$ cat src/hdl/rtca_pkg.sv
package rtca_pkg;

  // ==========================================================================
  // register map, byte addresses on the APB
  // ==========================================================================
  localparam int          RTCA_ADDR_W             = 8;
  localparam logic [7:0]  RTCA_TIME_ALARM_OFS     = 8'h1c;
  localparam logic [7:0]  RTCA_CALENDAR_ALARM_OFS = 8'h20;
  localparam logic [7:0]  RTCA_LEAP_YEAR_OFS      = 8'h24;
  localparam logic [7:0]  RTCA_IRQ_ENABLE_OFS     = 8'h28;
  localparam logic [7:0]  RTCA_IRQ_FLAG_OFS       = 8'h2c;

  // ==========================================================================
  // reset values
  // ==========================================================================
  localparam logic [31:0] RTCA_TIME_ALARM_RST     = 32'h0000_0000;
  localparam logic [31:0] RTCA_CALENDAR_ALARM_RST = 32'h0000_0000;
  localparam logic        RTCA_LEAP_YEAR_RST      = 1'h0;
  localparam logic [1:0]  RTCA_IRQ_ENABLE_RST     = 2'h0;
  localparam logic [1:0]  RTCA_IRQ_FLAG_RST       = 2'h0;

  // ==========================================================================
  // digit fields of the time alarm and time counter (same layout)
  // ==========================================================================
  localparam int RTCA_HOUR_TENS_LSB   = 20;
  localparam int RTCA_HOUR_UNITS_LSB  = 16;
  localparam int RTCA_MIN_TENS_LSB    = 12;
  localparam int RTCA_MIN_UNITS_LSB   = 8;
  localparam int RTCA_SEC_TENS_LSB    = 4;
  localparam int RTCA_SEC_UNITS_LSB   = 0;
  localparam logic [31:0] RTCA_TIME_MASK = 32'h003f_7f7f;

  // ==========================================================================
  // digit fields of the calendar alarm and calendar counter (same layout)
  // ==========================================================================
  localparam int RTCA_YEAR_TENS_LSB   = 20;
  localparam int RTCA_YEAR_UNITS_LSB  = 16;
  localparam int RTCA_MONTH_TENS_LSB  = 12;
  localparam int RTCA_MONTH_UNITS_LSB = 8;
  localparam int RTCA_DAY_TENS_LSB    = 4;
  localparam int RTCA_DAY_UNITS_LSB   = 0;
  localparam logic [31:0] RTCA_CALENDAR_MASK = 32'h00ff_1f3f;

  // ==========================================================================
  // interrupt bits, same layout in enable and flag registers
  // ==========================================================================
  localparam int RTCA_IRQ_ALARM_BIT = 0;
  localparam int RTCA_IRQ_TICK_BIT  = 1;
  localparam int RTCA_IRQ_N         = 2;
  localparam int RTCA_LEAP_BIT      = 0;

  // ==========================================================================
  // tick timing: base strobe every 1/128 s, divided down to the selected period
  // ==========================================================================
  localparam int RTCA_CLK_PERIOD_NS   = 100;
  localparam int RTCA_TICK_BASE_NS    = 7812500;
  localparam int RTCA_TICK_BASE_CYCLES =
    (RTCA_TICK_BASE_NS + RTCA_CLK_PERIOD_NS - 1) / RTCA_CLK_PERIOD_NS;
  localparam int RTCA_TICK_CNT_W      = 17;
  localparam int RTCA_TICK_DIV_W      = 7;
  localparam logic [6:0] RTCA_TICK_DIV_FULL = 7'h7f;

endpackage

$ cat src/hdl/rtca_tick_gen.sv
`timescale 1ns/1ns
module rtca_tick_gen
  import rtca_pkg::*;
#(
  parameter int BASE_CYCLES = RTCA_TICK_BASE_CYCLES
) (
  input  wire logic       mclk,
  input  wire logic       reset,
  input  wire logic [2:0] period_select,
  output logic            tick_pulse
);

  typedef struct packed {
    logic [RTCA_TICK_CNT_W-1:0] base_cnt;
    logic [RTCA_TICK_DIV_W-1:0] div_cnt;
    logic                       tick;
  } rtca_tick_state_t;

  rtca_tick_state_t state_reg;
  rtca_tick_state_t state_next;

  // ==========================================================================
  // base strobe and binary divider
  // ==========================================================================
  always_comb begin
    logic [RTCA_TICK_DIV_W-1:0] div_mask;
    logic                       base_strobe;
    div_mask    = RTCA_TICK_DIV_FULL >> period_select;
    base_strobe = (state_reg.base_cnt == RTCA_TICK_CNT_W'(BASE_CYCLES - 1));
    state_next  = state_reg;
    state_next.tick = 1'b0;
    if (base_strobe) begin
      state_next.base_cnt = '0;
      state_next.div_cnt  = state_reg.div_cnt + 7'h01;
      // code n fires every 2^(7-n) strobes: 1 s at code 0 down to 1/128 s
      state_next.tick = ((state_reg.div_cnt & div_mask) == div_mask);
    end else begin
      state_next.base_cnt = state_reg.base_cnt + 17'h00001;
    end
  end

  always_ff @(posedge mclk or posedge reset) begin
    if (reset) begin
      state_reg <= '0;
    end else begin
      state_reg <= state_next;
    end
  end

  assign tick_pulse = state_reg.tick;

endmodule

$ cat src/hdl/rtca_alarm_match.sv
`timescale 1ns/1ns
module rtca_alarm_match
  import rtca_pkg::*;
(
  input  wire logic        mclk,
  input  wire logic        reset,
  input  wire logic [31:0] time_counter,
  input  wire logic [31:0] calendar_counter,
  input  wire logic [31:0] time_alarm,
  input  wire logic [31:0] calendar_alarm,
  output logic             match_pulse
);

  typedef struct packed {
    logic matched;
    logic pulse;
  } rtca_match_state_t;

  rtca_match_state_t state_reg;
  rtca_match_state_t state_next;

  // ==========================================================================
  // digit compare and entry edge
  // ==========================================================================
  always_comb begin
    logic equal;
    // hours compare as raw digits, so 12-hour PM+20 codes match like for like
    equal = (((time_counter ^ time_alarm) & RTCA_TIME_MASK) == 32'h0000_0000) &&
            (((calendar_counter ^ calendar_alarm) & RTCA_CALENDAR_MASK)
             == 32'h0000_0000);
    state_next         = state_reg;
    state_next.matched = equal;
    // one pulse on entering the match, not for every cycle it lasts
    state_next.pulse   = equal && !state_reg.matched;
  end

  always_ff @(posedge mclk or posedge reset) begin
    if (reset) begin
      state_reg <= '0;
    end else begin
      state_reg <= state_next;
    end
  end

  assign match_pulse = state_reg.pulse;

endmodule

$ cat src/hdl/rtca_alarm_regs.sv
// The implementer's own choice: the APB register port.
`timescale 1ns/1ns
// Function
// - alarm hour tens [21:20], units [19:16]
// - alarm minute tens [14:12], units [11:8]
// - alarm second tens [6:4], units [3:0]
// - time alarm writes stored without checks
// - alarm reads only while access enabled
// - alarm year tens [23:20], units [19:16]
// - alarm month tens [12], units [11:8]
// - alarm day tens [5:4], units [3:0]
// - calendar alarm writes stored without checks
// - read-only leap year bit at 0
// - tick interrupt enable at bit 1
// - alarm interrupt enable at bit 0
// - tick flag set per period, W1C
// - alarm flag set on match, W1C
// - interrupt only from enabled set flags
// - hours in 24h or 12h PM+20 form
// - tick period 1 s down to 1/128 s
module rtca_alarm_regs
  import rtca_pkg::*;
#(
  parameter int TICK_BASE_CYCLES = RTCA_TICK_BASE_CYCLES
) (
  input  wire logic                   mclk,
  input  wire logic                   reset,
  input  wire logic                   psel,
  input  wire logic                   penable,
  input  wire logic                   pwrite,
  input  wire logic [RTCA_ADDR_W-1:0] paddr,
  input  wire logic [31:0]            pwdata,
  output logic [31:0]                 prdata,
  output logic                        pready,
  output logic                        pslverr,
  output logic                        irq,
  input  wire logic [31:0]            time_counter,
  input  wire logic [31:0]            calendar_counter,
  input  wire logic [2:0]             tick_period_select,
  input  wire logic                   access_enabled_flag
);

  typedef struct packed {
    logic [31:0]             time_alarm;
    logic [31:0]             calendar_alarm;
    logic                    leap_year_flag;
    logic [RTCA_IRQ_N-1:0]   irq_enable;
    logic [RTCA_IRQ_N-1:0]   irq_flag;
    logic [31:0]             prdata;
    logic                    pready;
    logic                    pslverr;
    logic                    irq;
  } rtca_regs_state_t;

  localparam rtca_regs_state_t RTCA_REGS_RST = '{
    time_alarm:     RTCA_TIME_ALARM_RST,
    calendar_alarm: RTCA_CALENDAR_ALARM_RST,
    leap_year_flag: RTCA_LEAP_YEAR_RST,
    irq_enable:     RTCA_IRQ_ENABLE_RST,
    irq_flag:       RTCA_IRQ_FLAG_RST,
    prdata:         32'h0000_0000,
    pready:         1'b0,
    pslverr:        1'b0,
    irq:            1'b0
  };

  rtca_regs_state_t state_reg;
  rtca_regs_state_t state_next;

  logic tick_pulse;
  logic match_pulse;

  // ==========================================================================
  // event sources
  // ==========================================================================
  rtca_tick_gen #(
    .BASE_CYCLES (TICK_BASE_CYCLES)
  ) u_tick (
    .mclk          (mclk),
    .reset         (reset),
    .period_select (tick_period_select),
    .tick_pulse    (tick_pulse)
  );

  rtca_alarm_match u_match (
    .mclk             (mclk),
    .reset            (reset),
    .time_counter     (time_counter),
    .calendar_counter (calendar_counter),
    .time_alarm       (state_reg.time_alarm),
    .calendar_alarm   (state_reg.calendar_alarm),
    .match_pulse      (match_pulse)
  );

  // ==========================================================================
  // leap year from the running two-digit BCD year
  // ==========================================================================
  function automatic logic rtca_is_leap(input logic [3:0] tens, input logic [3:0] units);
    // (10*tens + units) mod 4 equals (2*tens + units) mod 4
    if (tens[0] == 1'b0) begin
      rtca_is_leap = (units == 4'h0) || (units == 4'h4) || (units == 4'h8);
    end else begin
      rtca_is_leap = (units == 4'h2) || (units == 4'h6);
    end
  endfunction

  // ==========================================================================
  // read mux
  // ==========================================================================
  function automatic logic [31:0] rtca_read(input rtca_regs_state_t s,
                                            input logic [RTCA_ADDR_W-1:0] addr,
                                            input logic access_ok);
    logic [31:0] word;
    word = 32'h0000_0000;
    case (addr)
      RTCA_TIME_ALARM_OFS: begin
        // alarm settings hide behind the access-enabled flag
        if (access_ok) begin
          word = s.time_alarm & RTCA_TIME_MASK;
        end
      end
      RTCA_CALENDAR_ALARM_OFS: begin
        if (access_ok) begin
          word = s.calendar_alarm & RTCA_CALENDAR_MASK;
        end
      end
      RTCA_LEAP_YEAR_OFS: begin
        word[RTCA_LEAP_BIT] = s.leap_year_flag;
      end
      RTCA_IRQ_ENABLE_OFS: begin
        word[RTCA_IRQ_N-1:0] = s.irq_enable;
      end
      RTCA_IRQ_FLAG_OFS: begin
        word[RTCA_IRQ_N-1:0] = s.irq_flag;
      end
      default: begin
        word = 32'h0000_0000;
      end
    endcase
    rtca_read = word;
  endfunction

  function automatic logic rtca_mapped(input logic [RTCA_ADDR_W-1:0] addr);
    rtca_mapped = (addr == RTCA_TIME_ALARM_OFS) || (addr == RTCA_CALENDAR_ALARM_OFS) ||
                  (addr == RTCA_LEAP_YEAR_OFS) || (addr == RTCA_IRQ_ENABLE_OFS) ||
                  (addr == RTCA_IRQ_FLAG_OFS);
  endfunction

  // ==========================================================================
  // next state
  // ==========================================================================
  always_comb begin
    logic                  setup;
    logic                  wr;
    logic [RTCA_IRQ_N-1:0] flag_set;
    logic [RTCA_IRQ_N-1:0] flag_clr;
    setup      = psel && !penable;
    wr         = psel && penable && state_reg.pready && pwrite && rtca_mapped(paddr);
    flag_set   = '0;
    flag_clr   = '0;
    state_next = state_reg;

    // apb: one wait-free access phase, pready high in the cycle after setup
    state_next.pready  = setup;
    state_next.pslverr = setup && !rtca_mapped(paddr);
    if (setup) begin
      state_next.prdata = rtca_read(state_reg, paddr, access_enabled_flag);
    end

    if (wr) begin
      case (paddr)
        RTCA_TIME_ALARM_OFS: begin
          // digits stored as written; out-of-range bcd is software's problem
          state_next.time_alarm = pwdata & RTCA_TIME_MASK;
        end
        RTCA_CALENDAR_ALARM_OFS: begin
          state_next.calendar_alarm = pwdata & RTCA_CALENDAR_MASK;
        end
        RTCA_IRQ_ENABLE_OFS: begin
          state_next.irq_enable = pwdata[RTCA_IRQ_N-1:0];
        end
        RTCA_IRQ_FLAG_OFS: begin
          flag_clr = pwdata[RTCA_IRQ_N-1:0];
        end
        default: begin
          state_next.irq_enable = state_reg.irq_enable;
        end
      endcase
    end

    state_next.leap_year_flag = rtca_is_leap(
      calendar_counter[RTCA_YEAR_TENS_LSB +: 4],
      calendar_counter[RTCA_YEAR_UNITS_LSB +: 4]);

    // events only latch while their enable is set
    flag_set[RTCA_IRQ_TICK_BIT]  = tick_pulse && state_reg.irq_enable[RTCA_IRQ_TICK_BIT];
    flag_set[RTCA_IRQ_ALARM_BIT] = match_pulse &&
                                   state_reg.irq_enable[RTCA_IRQ_ALARM_BIT];

    // an event in the clearing cycle survives: set beats clear
    for (int i = 0; i < RTCA_IRQ_N; i++) begin
      state_next.irq_flag[i] = (state_reg.irq_flag[i] && !flag_clr[i]) || flag_set[i];
    end

    state_next.irq = |(state_next.irq_flag & state_next.irq_enable);
  end

  always_ff @(posedge mclk or posedge reset) begin
    if (reset) begin
      state_reg <= RTCA_REGS_RST;
    end else begin
      state_reg <= state_next;
    end
  end

  assign prdata  = state_reg.prdata;
  assign pready  = state_reg.pready;
  assign pslverr = state_reg.pslverr;
  assign irq     = state_reg.irq;

endmodule

$ cat config.mk
export PLATFORM = sky130hd
export DESIGN_NAME = rtca_alarm_regs
export DESIGN_NICKNAME = d
export VERILOG_FILES = /design/src/hdl/rtca_pkg.sv /design/src/hdl/rtca_tick_gen.sv /design/src/hdl/rtca_alarm_match.sv /design/src/hdl/rtca_alarm_regs.sv
export SDC_FILE = /design/constraint.sdc
export NUM_CORES = 1
export LEC_CHECK = 0
export BUFFER_PORTS_ARGS = -buffer_cell sky130_fd_sc_hd__buf_2
export CORE_MARGIN = 2
export CORE_UTILIZATION = 35
export CTS_BUF_LIST = sky130_fd_sc_hd__clkbuf_8
export CTS_CLUSTER_DIAMETER = 150
export DETAILED_ROUTE_END_ITERATION = 7
export SYNTH_ARGS = -nofsm -noshare
export SYNTH_HDL_FRONTEND = slang
export SYNTH_HIERARCHICAL = 1
export SYNTH_SLANG_ARGS = --single-unit
$ cat constraint.sdc
create_clock -name mclk -period 2.34 [get_ports mclk]
set_clock_uncertainty 0.2 [all_clocks]
set_input_delay 0.468 -clock mclk [delete_from_list [all_inputs] [get_ports mclk]]
set_output_delay 0.468 -clock mclk [all_outputs]
set_load 0.02 [all_outputs]
Yosys cells after proc, flatten, opt, wreduce, memory -nomap -nowiden
Index checks and enable logic that the tools add are counted.

operators by class
  multiplexer cells = 12
  eq/ne operators = 11
  add/subtract/negate cells = 2
  shifts and indexed selects = 1
  bitwise gates (word level) = 4
  reduce and logical (&&, ||, !) cells = 32

operators with widths
  cell                                              number
  zero test 32 bit                                  2
  case mux 30 bit (2 select lines)                  1
  == test 8 x 6 -> 1 bit (second input constant)    4
  2-to-1 mux 24 bit                                 1
  XOR 24 bit                                        1
  2-to-1 mux 22 bit                                 1
  XOR 22 bit                                        1
  adder 17 x 1 -> 17 bit (second input constant)    1
  == test 17 bit (second input constant)            1
  2-to-1 mux 17 bit                                 1
  logical AND 1 bit                                 12
  logical OR 1 bit                                  9
  == test 4 x 3 -> 1 bit (second input constant)    2
  == test 8 x 5 -> 1 bit (second input constant)    1
  2-to-1 mux 2 bit                                  4
  adder 7 x 1 -> 7 bit (second input constant)      1
  AND 7 bit                                         1
  == test 7 bit                                     1
  >> shifter 7 x 3 -> 7 bit (first input constant)  1
  zero test 1 bit                                   5
  case mux 1 bit (5 select lines)                   1
  == test 4 x 2 -> 1 bit (second input constant)    1
  == test 4 bit (second input constant)             1
  zero test 4 bit                                   1
  5 further kinds                                   7

storage, ports and cells
  register bits after elaboration = 106
  word-level logic and storage cells = 76

Logic depth before layout (Yosys ltp)
  depth after elaboration = 12
  depth in mapped cells = 7
  depth with buffers taken out = 6

Cells and area by module
The synthesis kept the hierarchy.

by module, submodules not included
  module            cells an instance  sequential area each (um^2)  area an instance (um^2)  times used
  rtca_alarm_regs   258                1726.7                       3271.9                   1
  rtca_tick_gen     118                625.6                        1293.7                   1
  rtca_alarm_match  57                 50.0                         490.5                    1

Worst setup path before layout
OpenSTA, ideal clock, no wires.

  path kind = reg-to-reg
  from = reg u_tick/state_reg[8] (netlist bit)
  to = reg u_tick/state_reg[4] (netlist bit)
  arrival = 1.722 ns
  clock period less this slack = 2.045 ns
  library setup time = 0.123 ns
  cell stages (with the launch flop) = 8
  path slack = 0.295 ns
  buffers on the path = 1
  path through = dfrtp_1 > inv_1 > ha_1 > or4bb_1 > nor4_4 > buf_6 > nand4_1 > xnor2_1

on the way
  cells in the longest elaborated chain, start to end = 1

ends and longest elaborated chain
  what                      RTL line             RTL
  start: declaration        rtca_tick_gen.sv:19  rtca_tick_state_t state_reg;
  start signal: assignment  rtca_tick_gen.sv:46  state_reg <= state_next;
  == test 17 bit            rtca_tick_gen.sv:29  base_strobe = (state_reg.base_cnt == RTCA_TICK_CNT_W'(BASE_CYCLES - 1));

No other way between the ends.
A chain may end at the register's enable or synchronous reset.

Final worst setup path
  from = reg u_tick/state_reg[9] (netlist bit)
  to = reg u_tick/state_reg[4] (netlist bit)

The elaborated chain is that of the path after synthesis.

==> impl_results.md <==
* Hold_buf cts at 1
* First-pass GRT wire length at 18500 µm
* Final ANT Viol Nets at 0
* Max FFs per register at 44
* Total global routing overflow at 0
* Setup CP Type: register to register
* DRC Markers at 0
* Status: complete, no violations
* Setup crit end kind: register
* Power per cell area at 502 nW/µm²
* Max Cap Violations at 0
* Fin nets at 637
* Post-synthesis sequential area ratio at 47.5%
* Top Ports at 148
* Final min period at 2.18 ns
* R2R depth at 7
* FP Rows at 43
* Number of synthesized flops with an enable pin at 0
* Synth-to-Final Area Change at 14.4%
* Flop-to-flop setup slack at 0.16 ns
* Distinct cell type count after synthesis at 58
* Die X at 124 µm
* Slew headroom at 59.6%
* FF+latch count, synth at 96
* Pleak at 2.97 nW
* Synth warn at 6
* Fraction of layout cells with a size suffix above 1 at 34.8%
* Final wirelength at 12000 µm
* Fin crit share at 93.3%
* Worst setup margin at 0.157 ns
* Clock-pin slew on the worst setup and hold paths at 0.09 ns
* Worst r2r dst: u_tick/state_reg[4]$_DFFE_PP0N_
* Pre-CTS WS at -0.0201 ns
* Hold Violations, Final at 0
* Post-CTS Setup Repair Bufs at 0
* IO buf count at 102
* Max Fclk at 458 MHz
* RSZ-0062 raised after global routing: false
* H-Tree Depth at 3
* Die Span Y at 124 µm
* Asr flop ratio synth at 100%
* Core area at 14000 µm²
* Clock sinks at 96
* CP required at 2.39 ns
* Pin count of the biggest net entering global routing at 47
* Post-DR vias/cell at 4.97
* CTS tree: yes
* CP startpoint kind: register
* Starting DRT DRC Count at 230
* CTS root buf: clkbuf_8
* Post-DP HPWL at 8810 µm
* Cells after DPL at 689
* DRT Pass-1 Iters at 4
* Main synth FF type: dfrtp_1
* Reg-to-Reg Start: u_tick/state_reg[9]$_DFF_PP0_
* Post-Syn Area at 5060 µm²
* Die ar. at 15400 µm²
* Post-cts sizing count at 0
* Drt wl/cell at 16.9 µm
* Peak supply drop at 0.000213 V
* # setup viols final at 0
* Vias in the first global route at 3509
* Non-Filler Instances at 707
* CP endpoint: u_tick/state_reg[4]$_DFFE_PP0N_
* Worst-Margin Slew at 0.605 ns
* GPL Wtd Cong at 0.869
* Crit path from: u_tick/state_reg[9]$_DFF_PP0_
* Hold crit path type: input port to register
* Syn_area_per_cell at 11.7 µm²
* Slew Viols, Final at 0
* Via count at 3517
* Cell count after synthesis at 433
* Worst-path fanout max at 6
* Number of buffers created by CTS at 9
* Worst EP arrival at 2.23 ns
* Most common cell after layout, fill and taps aside: buf_2
* Clk Latency, worst-skew pair at 0.36 ns
* Antenna violations before repair at 1
* Total GRT Usage at 16.0%
* Initial core utilization at 36.1%
* Commonest cells after routing, fill and taps aside: 102 x buf_2, 96 x dfrtp_1, 45 x xor2_1
* Clock Path Buffers at 2
## worst min path at each step
stage / startpoint / end / slack, ns / cells after the start
after floorplan: reset / u_match/match_pulse$_DFF_PP0_ / 0.009 / 1
after global placement: reset / u_match/state_reg[1]$_DFF_PP0_ / 0.18 / 2
after detailed placement: reset / u_match/state_reg[1]$_DFF_PP0_ / 0.18 / 2
after CTS: pwdata[22] / state_reg[62]$_DFFE_PP0P_ / 0.11 / 2
after global routing: pwdata[23] / state_reg[63]$_DFFE_PP0P_ / 0.12 / 2
final: calendar_counter[16] / state_reg[39]$_DFF_PP0_ / 0.12 / 2
## per-layer routing
layer  global-route usage (%)  share of wire [%]  vias up
met5                        0                  0        -
met1                     21.0                 44     1715
met4                     6.88                3.1        0
met3                     3.89                6.5       24
li1                         -                  -     1673
met2                     25.3                 46      105
## Yosys cell counts (2+ instances only)
library cell | instances | area (µm²)
buf_2 | 3 | 15.0
mux2_4 | 30 | 450
and4_1 | 3 | 26.3
nor4b_2 | 2 | 30.0
mux2_2 | 11 | 124
a22oi_1 | 16 | 120
dfrtp_1 | 96 | 2400
a22o_1 | 3 | 26.3
nor3b_1 | 2 | 15.0
and3_1 | 7 | 43.8
nor2_1 | 10 | 37.5
ha_1 | 3 | 37.5
a31oi_1 | 2 | 12.5
nor4_1 | 11 | 68.8
nand3_1 | 10 | 50.1
o21ai_1 | 3 | 15.0
xnor2_1 | 13 | 114
nand2b_1 | 2 | 12.5
o21ai_0 | 22 | 110
clkbuf_1 | 5 | 18.8
buf_4 | 32 | 240
xor2_1 | 45 | 394
a21oi_1 | 2 | 10.0
and2_1 | 4 | 25.0
a32o_1 | 3 | 30.0
nor3_1 | 4 | 20.0
nand4_1 | 13 | 81.3
buf_6 | 5 | 56.3
inv_1 | 7 | 26.3
nand3b_1 | 2 | 15.0
nand2_1 | 35 | 131
## worst max-delay path, cell delays in order, from the launching register on
cell and delay, ns:
dfrtp_1 0.42, inv_1 0.07, ha_1 0.16, or4bb_1 0.54
nor4_4 0.22, buf_4 0.20, nand4_1 0.12, xnor2_1 0.14
## power breakdown
part | total [mW] | switching (mW) | internal, mW
clock network | 0.992 | 0.582 | 0.410
logic | 0.237 | 0.145 | 0.0924
registers | 1.67 | 0.00521 | 1.67
total | 2.90 | 0.732 | 2.17
## area by class of cell
class	instances	area [µm²]
Multi-Input combinational cell	291	2300
Clock inverter	6	37.5
Fill cell	1357	8210
Antenna cell	1	2.50
Tap cell	180	225
Timing Repair Buffer	116	643
Clock buffer	10	138
Sequential cell	96	2400
Inverter	7	30.0
## per-stage QoR
stage	util (%)	area, µm²	TNS (ns)	hold slack (ns)	total power, mW
after floorplan	-	5090	0	0.00918	1.82
after global placement	40.0	5590	0	0.179	1.94
after detailed placement	40.0	5590	-0.0201	0.181	1.94
after CTS	41.3	5780	0	0.108	2.94
after global routing	41.3	5780	0	0.121	3.02
final	41.3	5780	0	0.121	2.90
## logic make-up (layout without fill, tap and decap cells)
logic type,after synthesis,after routing,synth area share (%)
and+or+nand+nor,119,119,14.6
DFF,96,96,47.5
AOI/OAI and AO/OA,58,58,7.65
xor gates and xnor gates,58,58,10.0
buffers and inverters,55,139,7.60
muxes,43,43,11.8
adders and majority gates,3,3,0.742
other,1,11,0.0742
Power figures use the tool's default switching activity.
